**src/verilog/vcr_defs.svh**
```systemverilog
// Register indices, field positions and reset values for the vertical/cursor register set
`ifndef VCR_DEFS_SVH
`define VCR_DEFS_SVH
`define VCR_IDX_VTOTAL 6'h06
`define VCR_IDX_OVFL 6'h07
`define VCR_IDX_PRESET 6'h08
`define VCR_IDX_MAXSL 6'h09
`define VCR_IDX_CSTART 6'h0a
`define VCR_IDX_CEND 6'h0b
`define VCR_IDX_BASE_HI 6'h0c
`define VCR_IDX_BASE_LO 6'h0d
`define VCR_IDX_CPOS_HI 6'h0e
`define VCR_IDX_CPOS_LO 6'h0f
`define VCR_REG_RESET 8'h00
`define VCR_VT_BIAS 10'h002
`define VCR_OV_VT8 0
`define VCR_OV_VDE8 1
`define VCR_OV_VSS8 2
`define VCR_OV_VBS8 3
`define VCR_OV_LC8 4
`define VCR_OV_VT9 5
`define VCR_OV_VDE9 6
`define VCR_OV_VSS9 7
`define VCR_MS_DOUBLE 7
`define VCR_MS_LC9 6
`define VCR_MS_VBS9 5
`define VCR_CS_OFF 5
`define VCR_PRESET_MASK 8'h7f
`define VCR_CSTART_MASK 8'h3f
`define VCR_CEND_MASK 8'h7f
`endif

```
**src/verilog/vcr_pkg.sv**
```systemverilog
// Types shared by the vertical/cursor register block
package vcr_pkg;
  typedef enum logic [1:0] {
    VCR_PAN_0 = 2'b00,
    VCR_PAN_8 = 2'b01,
    VCR_PAN_16 = 2'b10,
    VCR_PAN_24 = 2'b11
  } vcr_pan_t;
endpackage

```
**src/verilog/vcr_regs.sv**
```systemverilog
// Vertical timing overflow, row scan and text cursor registers
//
// Overview of operation
// Vertical total is ten bits, scan lines per frame minus two, low byte 0x6.
// Total bit 8 from overflow bit 0, bit 9 from overflow bit 5.
// Overflow bits 7,2 feed sync start 9,8; bits 6,1 display end 9,8.
// Overflow bit 4 feeds line compare bit 8; bit 3 vertical blank start 8.
// Row scan counter loads the preset field once after each vertical retrace.
// Row scan counter steps per horizontal retrace, clears at maximum scan line.
// Byte panning code 0..3 shifts the display left 0, 8, 16, 24 pixels.
// Maximum scan line bit 7 set selects line doubling.
// Maximum scan line field is lines per row minus one, row counter terminal.
// Max scan bit 6 feeds line compare bit 9; bit 5 vertical blank start 9.
// Cursor start bit 5 low enables cursor, high suppresses it.
// Cursor begins at start row; start above end yields no cursor.
// Cursor active through end row inclusive; end below start shows none.
// Cursor skew delays cursor right by that many character clocks.
// Sixteen-bit screen start address, high byte 0xC, low byte 0xD.
// Sixteen-bit cursor address, high byte 0xE, low byte 0xF.
// Cursor start bits 7:6 read back zero.
// Software writes the index port first, then accesses the data port.
// Cursor drawn where address matches location and row lies in range.
`timescale 1ns/1ps
`include "vcr_defs.svh"
module vcr_regs #(
  parameter int SKEW_DEPTH = 3
) (
  input wire logic ref_clk, // 200 MHz clock
  input wire logic reset_n, // Async reset, active low
  input wire logic clk_en, // Freezes all state when low
  input wire logic idx_wr, // Index port write strobe
  input wire logic idx_rd, // Index port read strobe
  input wire logic data_wr, // Data port write strobe
  input wire logic data_rd, // Data port read strobe
  input wire logic [7:0] wdata, // Write data
  output logic [7:0] rdata, // Read data, registered
  input wire logic char_tick, // Character clock strobe
  input wire logic hretrace_end, // Pulse at end of horizontal retrace
  input wire logic vretrace_end, // Pulse at end of vertical retrace
  input wire logic [15:0] char_addr, // Memory address of current character
  output logic [9:0] vert_total, // Scan lines per frame minus two
  output logic [9:0] vsync_start, // Vertical sync start
  output logic [9:0] vde_end, // Vertical display end
  output logic [9:0] vblank_start, // Vertical blank start
  output logic [9:0] line_cmp_hi, // Line compare bits 9:8 (low byte zero)
  output logic line_double, // Line doubling select
  output vcr_pkg::vcr_pan_t byte_pan, // Byte panning code
  output logic [4:0] pan_pixels, // Left shift in pixels
  output logic [4:0] row_scan, // Row scan counter
  output logic [15:0] screen_base, // Refresh start address
  output logic [15:0] cursor_addr, // Cursor location
  output logic cursor_out // Skewed cursor active
);
  logic [5:0] index_q;
  logic [7:0] vtotal_q, ovfl_q, preset_q, maxsl_q, cstart_q, cend_q;
  logic [7:0] base_hi_q, base_lo_q, cpos_hi_q, cpos_lo_q;
  logic [4:0] row_q;
  logic [7:0] rdata_q;
  logic [7:0] rd_mux;
  logic row_at_max, cursor_raw, cursor_window;
  logic wr_any;

  // ----------------------------------------
  // Index port
  // ----------------------------------------
  // Data port always targets whatever the last index write selected
  always_ff @(posedge ref_clk or negedge reset_n) begin
    if (!reset_n) begin
      index_q <= '0;
    end else if (clk_en && idx_wr) begin
      index_q <= wdata[5:0];
    end
  end

  // ----------------------------------------
  // Data registers
  // ----------------------------------------
  assign wr_any = clk_en && data_wr;
  always_ff @(posedge ref_clk or negedge reset_n) begin
    if (!reset_n) begin
      vtotal_q <= `VCR_REG_RESET;
      ovfl_q <= `VCR_REG_RESET;
      preset_q <= `VCR_REG_RESET;
      maxsl_q <= `VCR_REG_RESET;
      cstart_q <= `VCR_REG_RESET;
      cend_q <= `VCR_REG_RESET;
      base_hi_q <= `VCR_REG_RESET;
      base_lo_q <= `VCR_REG_RESET;
      cpos_hi_q <= `VCR_REG_RESET;
      cpos_lo_q <= `VCR_REG_RESET;
    end else if (wr_any) begin
      unique case (index_q)
        `VCR_IDX_VTOTAL: vtotal_q <= wdata;
        `VCR_IDX_OVFL: ovfl_q <= wdata;
        `VCR_IDX_PRESET: preset_q <= wdata & `VCR_PRESET_MASK;
        `VCR_IDX_MAXSL: maxsl_q <= wdata;
        `VCR_IDX_CSTART: cstart_q <= wdata & `VCR_CSTART_MASK;
        `VCR_IDX_CEND: cend_q <= wdata & `VCR_CEND_MASK;
        `VCR_IDX_BASE_HI: base_hi_q <= wdata;
        `VCR_IDX_BASE_LO: base_lo_q <= wdata;
        `VCR_IDX_CPOS_HI: cpos_hi_q <= wdata;
        `VCR_IDX_CPOS_LO: cpos_lo_q <= wdata;
        default: ;
      endcase
    end
  end

  // ----------------------------------------
  // Read-back
  // ----------------------------------------
  // Indices outside this set read zero; other blocks answer them
  assign rd_mux = (index_q == `VCR_IDX_VTOTAL) ? vtotal_q :
                  (index_q == `VCR_IDX_OVFL) ? ovfl_q :
                  (index_q == `VCR_IDX_PRESET) ? preset_q :
                  (index_q == `VCR_IDX_MAXSL) ? maxsl_q :
                  (index_q == `VCR_IDX_CSTART) ? cstart_q :
                  (index_q == `VCR_IDX_CEND) ? cend_q :
                  (index_q == `VCR_IDX_BASE_HI) ? base_hi_q :
                  (index_q == `VCR_IDX_BASE_LO) ? base_lo_q :
                  (index_q == `VCR_IDX_CPOS_HI) ? cpos_hi_q :
                  (index_q == `VCR_IDX_CPOS_LO) ? cpos_lo_q : 8'h00;

  always_ff @(posedge ref_clk or negedge reset_n) begin
    if (!reset_n) begin
      rdata_q <= 8'h00;
    end else if (clk_en && idx_rd) begin
      rdata_q <= {2'b00, index_q};
    end else if (clk_en && data_rd) begin
      rdata_q <= rd_mux;
    end
  end
  assign rdata = rdata_q;

  // ----------------------------------------
  // Assembled vertical values
  // ----------------------------------------
  assign vert_total = {ovfl_q[`VCR_OV_VT9], ovfl_q[`VCR_OV_VT8], vtotal_q};
  assign vsync_start = {ovfl_q[`VCR_OV_VSS9], ovfl_q[`VCR_OV_VSS8], 8'h00};
  assign vde_end = {ovfl_q[`VCR_OV_VDE9], ovfl_q[`VCR_OV_VDE8], 8'h00};
  // Low bytes of these live in registers outside this block
  assign line_cmp_hi = {maxsl_q[`VCR_MS_LC9], ovfl_q[`VCR_OV_LC8], 8'h00};
  assign vblank_start = {maxsl_q[`VCR_MS_VBS9], ovfl_q[`VCR_OV_VBS8], 8'h00};
  assign line_double = maxsl_q[`VCR_MS_DOUBLE];
  assign byte_pan = vcr_pkg::vcr_pan_t'(preset_q[6:5]);
  assign pan_pixels = {preset_q[6:5], 3'b000};
  assign screen_base = {base_hi_q, base_lo_q};
  assign cursor_addr = {cpos_hi_q, cpos_lo_q};

  // ----------------------------------------
  // Row scan counter
  // ----------------------------------------
  assign row_at_max = (row_q == maxsl_q[4:0]);
  // Vertical retrace preset wins over a coincident horizontal step
  always_ff @(posedge ref_clk or negedge reset_n) begin
    if (!reset_n) begin
      row_q <= 5'h00;
    end else if (clk_en) begin
      if (vretrace_end) begin
        row_q <= preset_q[4:0];
      end else if (hretrace_end) begin
        row_q <= row_at_max ? 5'h00 : row_q + 5'h01;
      end
    end
  end
  assign row_scan = row_q;

  // ----------------------------------------
  // Cursor
  // ----------------------------------------
  // Start > end makes the window empty on its own, no extra compare needed
  assign cursor_window = (row_q >= cstart_q[4:0]) && (row_q <= cend_q[4:0]);
  assign cursor_raw = !cstart_q[`VCR_CS_OFF] && cursor_window &&
                      (char_addr == cursor_addr);

  vcr_skew_delay #(.DEPTH(SKEW_DEPTH)) u_skew (
    .ref_clk(ref_clk),
    .reset_n(reset_n),
    .clk_en(clk_en),
    .char_tick(char_tick),
    .din(cursor_raw),
    .skew(cend_q[6:5]),
    .dout(cursor_out)
  );
endmodule // vcr_regs

```
**src/verilog/vcr_skew_delay.sv**
```systemverilog
// Character-clock delay line for the cursor, tap chosen by skew
`timescale 1ns/1ps
module vcr_skew_delay #(
  parameter int DEPTH = 3
) (
  input wire logic ref_clk, // Clock
  input wire logic reset_n, // Async reset
  input wire logic clk_en, // Clock enable
  input wire logic char_tick, // Character clock strobe
  input wire logic din, // Undelayed cursor
  input wire logic [1:0] skew, // Delay in character clocks
  output logic dout // Delayed cursor
);
  logic [DEPTH-1:0] tap_q;
  logic [DEPTH:0] taps;

  // ----------------------------------------
  // Shift register, one stage per character
  // ----------------------------------------
  always_ff @(posedge ref_clk or negedge reset_n) begin
    if (!reset_n) begin
      tap_q <= '0;
    end else if (clk_en && char_tick) begin
      tap_q <= {tap_q[DEPTH-2:0], din};
    end
  end

  assign taps = {tap_q, din};
  // Skew 0 passes straight through so an unskewed cursor adds no latency
  assign dout = taps[skew];
endmodule // vcr_skew_delay
```
**config.mk**
```make
export PLATFORM = sky130hd
export DESIGN_NAME = vcr_regs
export DESIGN_NICKNAME = d
export VERILOG_FILES = /design/src/verilog/vcr_pkg.sv /design/src/verilog/vcr_regs.sv /design/src/verilog/vcr_skew_delay.sv
export VERILOG_INCLUDE_DIRS = /design/src /design/src/verilog
export SDC_FILE = /design/constraint.sdc
export NUM_CORES = 1
export LEC_CHECK = 0
export ABC_AREA = 1
export BUFFER_PORTS_ARGS = -buffer_cell sky130_fd_sc_hd__clkbuf_2
export CORE_ASPECT_RATIO = 0.7
export CORE_MARGIN = 2
export CORE_UTILIZATION = 55
export CTS_BUF_LIST = sky130_fd_sc_hd__clkbuf_4 sky130_fd_sc_hd__clkbuf_8
export CTS_CLUSTER_DIAMETER = 150
export DETAILED_ROUTE_END_ITERATION = 8
export HOLD_SLACK_MARGIN = 0.15
export PLACE_DENSITY = 0.93
export SLEW_MARGIN = 20
export SYNTH_ARGS = -nofsm -noshare
export SYNTH_HDL_FRONTEND = slang
export SYNTH_SLANG_ARGS = --single-unit
```
**constraint.sdc**
```tcl
create_clock -name ref_clk -period 2.05 [get_ports ref_clk]
set_input_delay 0.5125 -clock ref_clk [delete_from_list [all_inputs] [get_ports ref_clk]]
set_output_delay 0.5125 -clock ref_clk [all_outputs]
set_load 0.1 [all_outputs]
```
==> results.py, run 1 <==
metrics = {
    "finish": {
        "final_cell_mix": "178 x nand2_1, 99 x clkbuf_2, 78 x dfrtp_1",
        "drive_gt1_frac": 0.288,
        "final_common_cell": "nand2_1",
        "multi_input_area_um2": 2610,
        "fill_cells": 748,
        "register_area_um2": 2490,
        "diodes": 0,
        "syn2layout_area_growth_pct": 21.7,
        "fin_nets": 865,
        "final_area_um2": 6620,
    },
    "critical_path": {
        "crit_fanout": 3,
        "worstRegToRegCells": 7,
        "startpoint_type": "register",
        "r2r_start": "index_q[5]",
        "crit_arrival_ns": 2.37,
        "r2r-end": "base_hi_q[7]",
        "critPathRequiredTime_ns": 1.54,
        "end_kind": "primary output",
        "crit_type": "register to primary output",
        "r2r_slack_ns": 0.18,
    },
    "placed_design": {
        "hpwl_mm": 10.8,
        "place_area_um2": 6330,
        "place_ws_ns": -0.445,
        "io_buffer_count": 102,
        "gp_congestion": 0.910,
    },
    "synthesis": {
        "synth_sequential_area_ratio": 0.451,
        "synth_warnings": 0,
        "synthFlopType": "dfrtp_1",
        "yosys.area.top_type_share": 0.451,
        "synth_edf_count": 0,
        "ys_types": 41,
        "syn-cell-area_um2": 5440,
        "syn-mean-instance-area_um2": 7.87,
        "synth-async-reset-ratio": 1.00,
        "netlist_top_cells_area": "dfrtp_1 45%, nand2_1 13%, buf_4 5.8%, o21ai_0 5.6%, o21ai_1 4.0%",
        "syn_inst": 691,
        "yosysTopAreaCell": "dfrtp_1",
        "ys_seq_elements": 98,
    },
    "timing": {
        "setup_ws_ns": -0.828,
        "slew_violations": 0,
        "max_clock_freq_ghz": 0.347,
        "fin_setup_tns_ns": -0.828,
        "setup_viol": 1,
        "rsz0062_at_grt": "yes",
        "period_needed_ns": 2.88,
        "finClkSkew_ns": 0.0144,
        "fin_crit_sh": 1.40,
        "worstMarginPinSlew_ns": 0.657,
        "hold_viol": 0,
        "slew_headroom": 0.559,
        "whs_ns": 0.141,
    },
    "grt": {
        "grt_pass1_wl_mm": 24.3,
        "track_usage": 0.299,
        "antenna_found_initial": 0,
        "grt_max_degree": 99,
        "overflow": 0,
        "grt_pass1_vias": 4819,
    },
    "job": {
        "drv_cap": 0,
    },
    "floorplanning": {
        "dieArea_um2": 10700,
        "die_h_um": 87.2,
        "io_pins": 138,
        "rows": 30,
        "core_region_area_um2": 9650,
        "dieWidth_um": 123,
        "start_util": 0.564,
    },
    "routing": {
        "firstDrtPassIters": 5,
        "drtIter0Drc": 568,
        "ant_nets": 0,
        "wl_mm": 15.3,
        "wl_per_cell_um": 16.1,
        "avgViaCountPerCell": 5.46,
        "via_count": 5205,
        "drc": 0,
    },
    "pwr": {
        "power.density_nw_per_um2": 1140,
        "ir_drop_uv": 961,
        "power_uw": 7550,
        "power.leakage_uw": 0.00336,
    },
    "clock_tree": {
        "clk_latency_ns": 0.39,
        "cts_tree": "built",
        "clock-root-buffer": "clkbuf_8",
        "cts.clk_slew.worst_paths_ns": 0.10,
        "cts-buffers-inserted": 9,
        "hold_buffers": 0,
        "clock_sinks": 98,
        "clock_path_buffers": 2,
        "htree_num_levels": 3,
    },
    "min_path": {
        "hold_path.class": "input port to async pin",
    },
    "run_status": {
        "violations": "setup timing",
        "outcome": "finished, violations left",
    },
}
[flip-flops by register name, indices dropped and copies added (netlist names)]
| signal | cells |
|---|---|
| ovfl_q | 8 |
| rdata | 8 |
| maxsl_q | 8 |
| cend_q | 7 |
| preset_q | 7 |
| index_q | 6 |
| cstart_q | 6 |
| base_lo_q | 8 |
| cpos_lo_q | 8 |
| row_scan | 5 |
| vtotal_q | 8 |
| u_skew.tap_q | 3 |
| base_hi_q | 8 |
| cpos_hi_q | 8 |
[cells in the mapped netlist (2+ instances only)]
cell type and n:
buf_2 6, clkbuf_1 13, ha_1 11, o21ai_0 61, nand4_1 6, o21ai_1 44, nand2_2 12, buf_4 42
nor2_1 46, nand2_1 183, nand3_2 3, xnor2_1 4, o211ai_1 4, mux2i_1 2, nand3_1 28, a22oi_1 3
o22ai_1 2, inv_1 55, xor2_1 5, a21oi_1 24, o2111ai_1 2, or2_0 2, dfrtp_1 98, nor2_4 6
o21a_1 2, inv_2 12
[through the flow]
| stage | instances | utilization |
|---|---|---|
| floorplan | 725 | - |
| global placement | 934 | 0.656 |
| detailed placement | 934 | 0.656 |
| CTS | 953 | 0.685 |
| global route | 953 | 0.686 |
| finish | 953 | 0.686 |
[layout make-up]
cell class / instances / area share
tap: 128 / 0.0242
sequential: 98 / 0.376
clock buffer: 10 / 0.0199
timing repair buffer: 146 / 0.133
clock inverter: 6 / 0.0146
inverter: 68 / 0.0388
multi-input combinational: 497 / 0.394
[critical path, stage by stage, from the launching register on]
cell,delay (ns)
dfrtp_4,0.52
ha_4,0.24
nand2_1,0.14
nor2_4,0.05
nand2_1,0.06
o211ai_1,0.12
a21oi_2,0.15
nand4_1,0.21
nand2_1,0.15
nand2_2,0.09
nand2_8,0.07
buf_12,0.17
[kinds of logic (layout without fill, tap and decap cells)]
logic type,Yosys count,in the layout,synth area share
simple gates,294,294,0.240
flops,98,98,0.451
buf+inv,130,230,0.122
fa+ha+maj,11,11,0.0253
mux,2,2,0.00368
compound gates,146,146,0.144
other cells,1,35,0.000690
xor+xnor,9,9,0.0145
[worst max path at each step]
stage                      from          to  slack, ns  cells past startpoint
floorplan           row_scan[2]  cursor_out      -0.20                      9
CTS                 row_scan[1]  cursor_out      -0.79                     10
detailed placement  row_scan[2]  cursor_out      -0.45                      8
finish              row_scan[1]  cursor_out      -0.83                     11
global placement    row_scan[2]  cursor_out      -0.47                      8
global route        row_scan[1]  cursor_out      -0.93                     11
[routing by layer]
layer,up-vias,track usage,wire [um]
met5,-,0,0
met4,0,0.0794,262
met3,33,0.0936,1650
met2,305,0.458,7150
met1,2443,0.415,6290
li1,2424,-,-
[timing repair]
action                                  CTS  global route
gates resized for setup                   5             4
pin swaps                                 7             6
endpoints found under the setup margin    1             1
gates cloned                              0             0
buffers inserted                          3             0
[where the power goes]
group	total, uW	internal [uW]	switching, uW
clock network	1460	719	737
registers	2600	2260	338
logic	3500	754	2750
Power figures use the tool's default switching activity.
==> run 2: changes to the inputs <==
- PLACE_DENSITY: 0.93 -> 0.82
- clock period: 2.05 -> 2.9 ns (I/O delays scaled with it)
==> run 2 against run 1 <==
  * The flow now finishes without violations
  * Global-route usage shrank 1.2 points
  * Clock skew shrank 0.0036 ns
  * Utilization shrank 3.8 points
  * Count of clock-buffer cells in the layout grew 1
  * Combinational power shrank 34%
  * Critical path type unchanged
  * Non-clock buffer count shrank 31
==> results.py, run 2 (same netlist as run 1, synthesis figures left out) <==
metrics = {
    "finish": {
        "final_cell_mix": "180 x nand2_1, 100 x clkbuf_2, 87 x dfrtp_1",
        "register_area_um2": 2470,
        "fill_cells": 803,
        "final_area_um2": 6250,
        "diodes": 0,
        "fin_nets": 834,
        "drive_gt1_frac": 0.246,
        "multi_input_area_um2": 2520,
        "syn2layout_area_growth_pct": 15.0,
        "final_common_cell": "nand2_1",
        "final_cells": 922,
    },
    "pwr": {
        "netSwitchingPower_uw": 2620,
        "ir_drop_uv": 656,
        "pwr-share-seq": 0.361,
        "combPwrFrac": 0.453,
        "power.density_nw_per_um2": 811,
        "power_uw": 5070,
        "p_sw_frac": 0.517,
        "power.leakage_uw": 0.00320,
        "p_int_uw": 2450,
        "p_clk_frac": 0.185,
    },
    "placed_design": {
        "hpwl_mm": 10.9,
        "io_buffer_count": 102,
        "place_ws_ns": 0.159,
        "place_area_um2": 5890,
        "dpl.cell_count": 895,
        "gp_congestion": 0.924,
    },
    "timing": {
        "slew_headroom": 0.508,
        "worstMarginPinSlew_ns": 0.731,
        "finClkSkew_ns": 0.0108,
        "slew_violations": 0,
        "max_clock_freq_ghz": 0.348,
        "fin_crit_sh": 0.991,
        "period_needed_ns": 2.88,
        "setup_viol": 0,
        "hold_viol": 0,
        "setup_ws_ns": 0.0248,
    },
    "critical_path": {
        "critPathRequiredTime_ns": 2.17,
        "crit_chain": "inv_2 > ha_4 > nand2_2 > nor2_2 > nand2_1 > o211ai_1 > a21oi_1 > nand4_1 > nand2_1 > nand2_1 > nand2_2 > buf_12",
        "cpMaxStageDelayCell": "dfrtp_1",
        "startpoint_type": "register",
        "crit_fanout": 3,
        "crit_type": "register to primary output",
        "crit_top_cell": "nand2_1",
        "end_kind": "primary output",
        "cp_top_family": "simple AND/OR/NAND/NOR gates",
        "path_buf_inv": 2,
        "critical_path.max_stage_delay_ns": 0.42,
        "crit_arrival_ns": 2.15,
    },
    "clock_tree": {
        "cts.clk_slew.worst_paths_ns": 0.10,
        "clock-root-buffer": "clkbuf_8",
        "clock_path_buffers": 2,
        "cts_tree": "built",
        "htree_num_levels": 3,
        "clock_sinks": 98,
        "clk_latency_ns": 0.38,
        "cts-buffers-inserted": 9,
        "hold_buffers": 0,
    },
    "routing": {
        "wl_per_cell_um": 16.4,
        "wl_mm": 15.1,
        "avgViaCountPerCell": 5.51,
        "via_count": 5081,
        "drc": 0,
        "ant_nets": 0,
        "firstDrtPassIters": 5,
        "drtIter0Drc": 503,
    },
    "grt": {
        "grt_pass1_wl_mm": 23.2,
        "track_usage": 0.288,
        "grt_max_degree": 56,
        "antenna_found_initial": 0,
        "overflow": 0,
        "grt_pass1_vias": 4537,
    },
    "min_path": {
        "hold_path.class": "input port to async pin",
    },
    "floorplanning": {
        "dieWidth_um": 123,
        "dieArea_um2": 10700,
        "io_pins": 138,
        "core_region_area_um2": 9650,
        "start_util": 0.564,
        "die_h_um": 87.2,
        "rows": 30,
    },
    "job": {
        "drv_cap": 0,
    },
    "run_status": {
        "outcome": "finished clean",
    },
}
==> run 2: layout make-up <==
class | instances | share of cell area
clock inverters | 5 | 0.0100
flip-flops and latches | 98 | 0.394
repair buffers | 115 | 0.102
multi-input cells | 497 | 0.404
clock buffers | 11 | 0.0232
inverters | 68 | 0.0410
well taps | 128 | 0.0256
==> run 2: worst register-to-register path: stages, from the launching register on <==
cell,delay (ns)
dfrtp_1,0.44
nor2_4,0.50
nand4_1,0.42
nor2_1,0.19
nor2_1,0.08
nand3_1,0.09
nand2_1,0.09
nand2_1,0.07
nand2_1,0.05
a21oi_1,0.14
==> run 2: path summary, 6_finish.rpt <==
check	cells past startpoint	start	slack [ns]	to
min reg2reg	2	u_skew.tap_q[1]	0.50	u_skew.tap_q[1]
max	12	cend_q[2]	0.02	cursor_out
min in group ref_clk	2	u_skew.tap_q[1]	0.50	u_skew.tap_q[1]
min	1	reset_n	0.32	u_skew.tap_q[2]
max reg2reg	9	index_q[5]	0.76	rdata[4]
max in group asynchronous	2	reset_n	1.87	row_scan[0]
==> run 2: power by group through the flow <==
stage          Combinational, uW  Sequential, uW  Clock, uW
3_3_place_gp                2150            1840          0
2_1_floorplan                951            2730          0
3_5_place_dp                2200            1850          0
4_1_cts                     2210            1820        943
5_1_grt                     2420            1860        997
6_report                    2300            1830        940
==> run 2: per-layer routing <==
metal  global-route usage  part of all wire
met4               0.0888             0.020
met1                0.424              0.43
met3               0.0609              0.11
met5                    0                 0
met2                0.427              0.44
==> run 2: metrics by stage <==
step / hold WS, ns / TNS (ns) / util
3_3_place_gp: 0.466 / 0 / 0.611
4_1_cts: 0.344 / 0 / 0.633
5_1_grt: 0.370 / -0.0249 / 0.648
2_1_floorplan: 0.429 / 0 / -
3_5_place_dp: 0.475 / 0 / 0.611
6_report: 0.323 / 0 / 0.648
==> run 2: timing repair <==
| item | 4_1_cts | 5_1_grt |
|---|---|---|
| setup endpoints to repair | 1 | 1 |
| gates resized for setup | 2 | 12 |
| pin swaps | 0 | 6 |
| cloned | 0 | 0 |
| setup buffers | 0 | 11 |
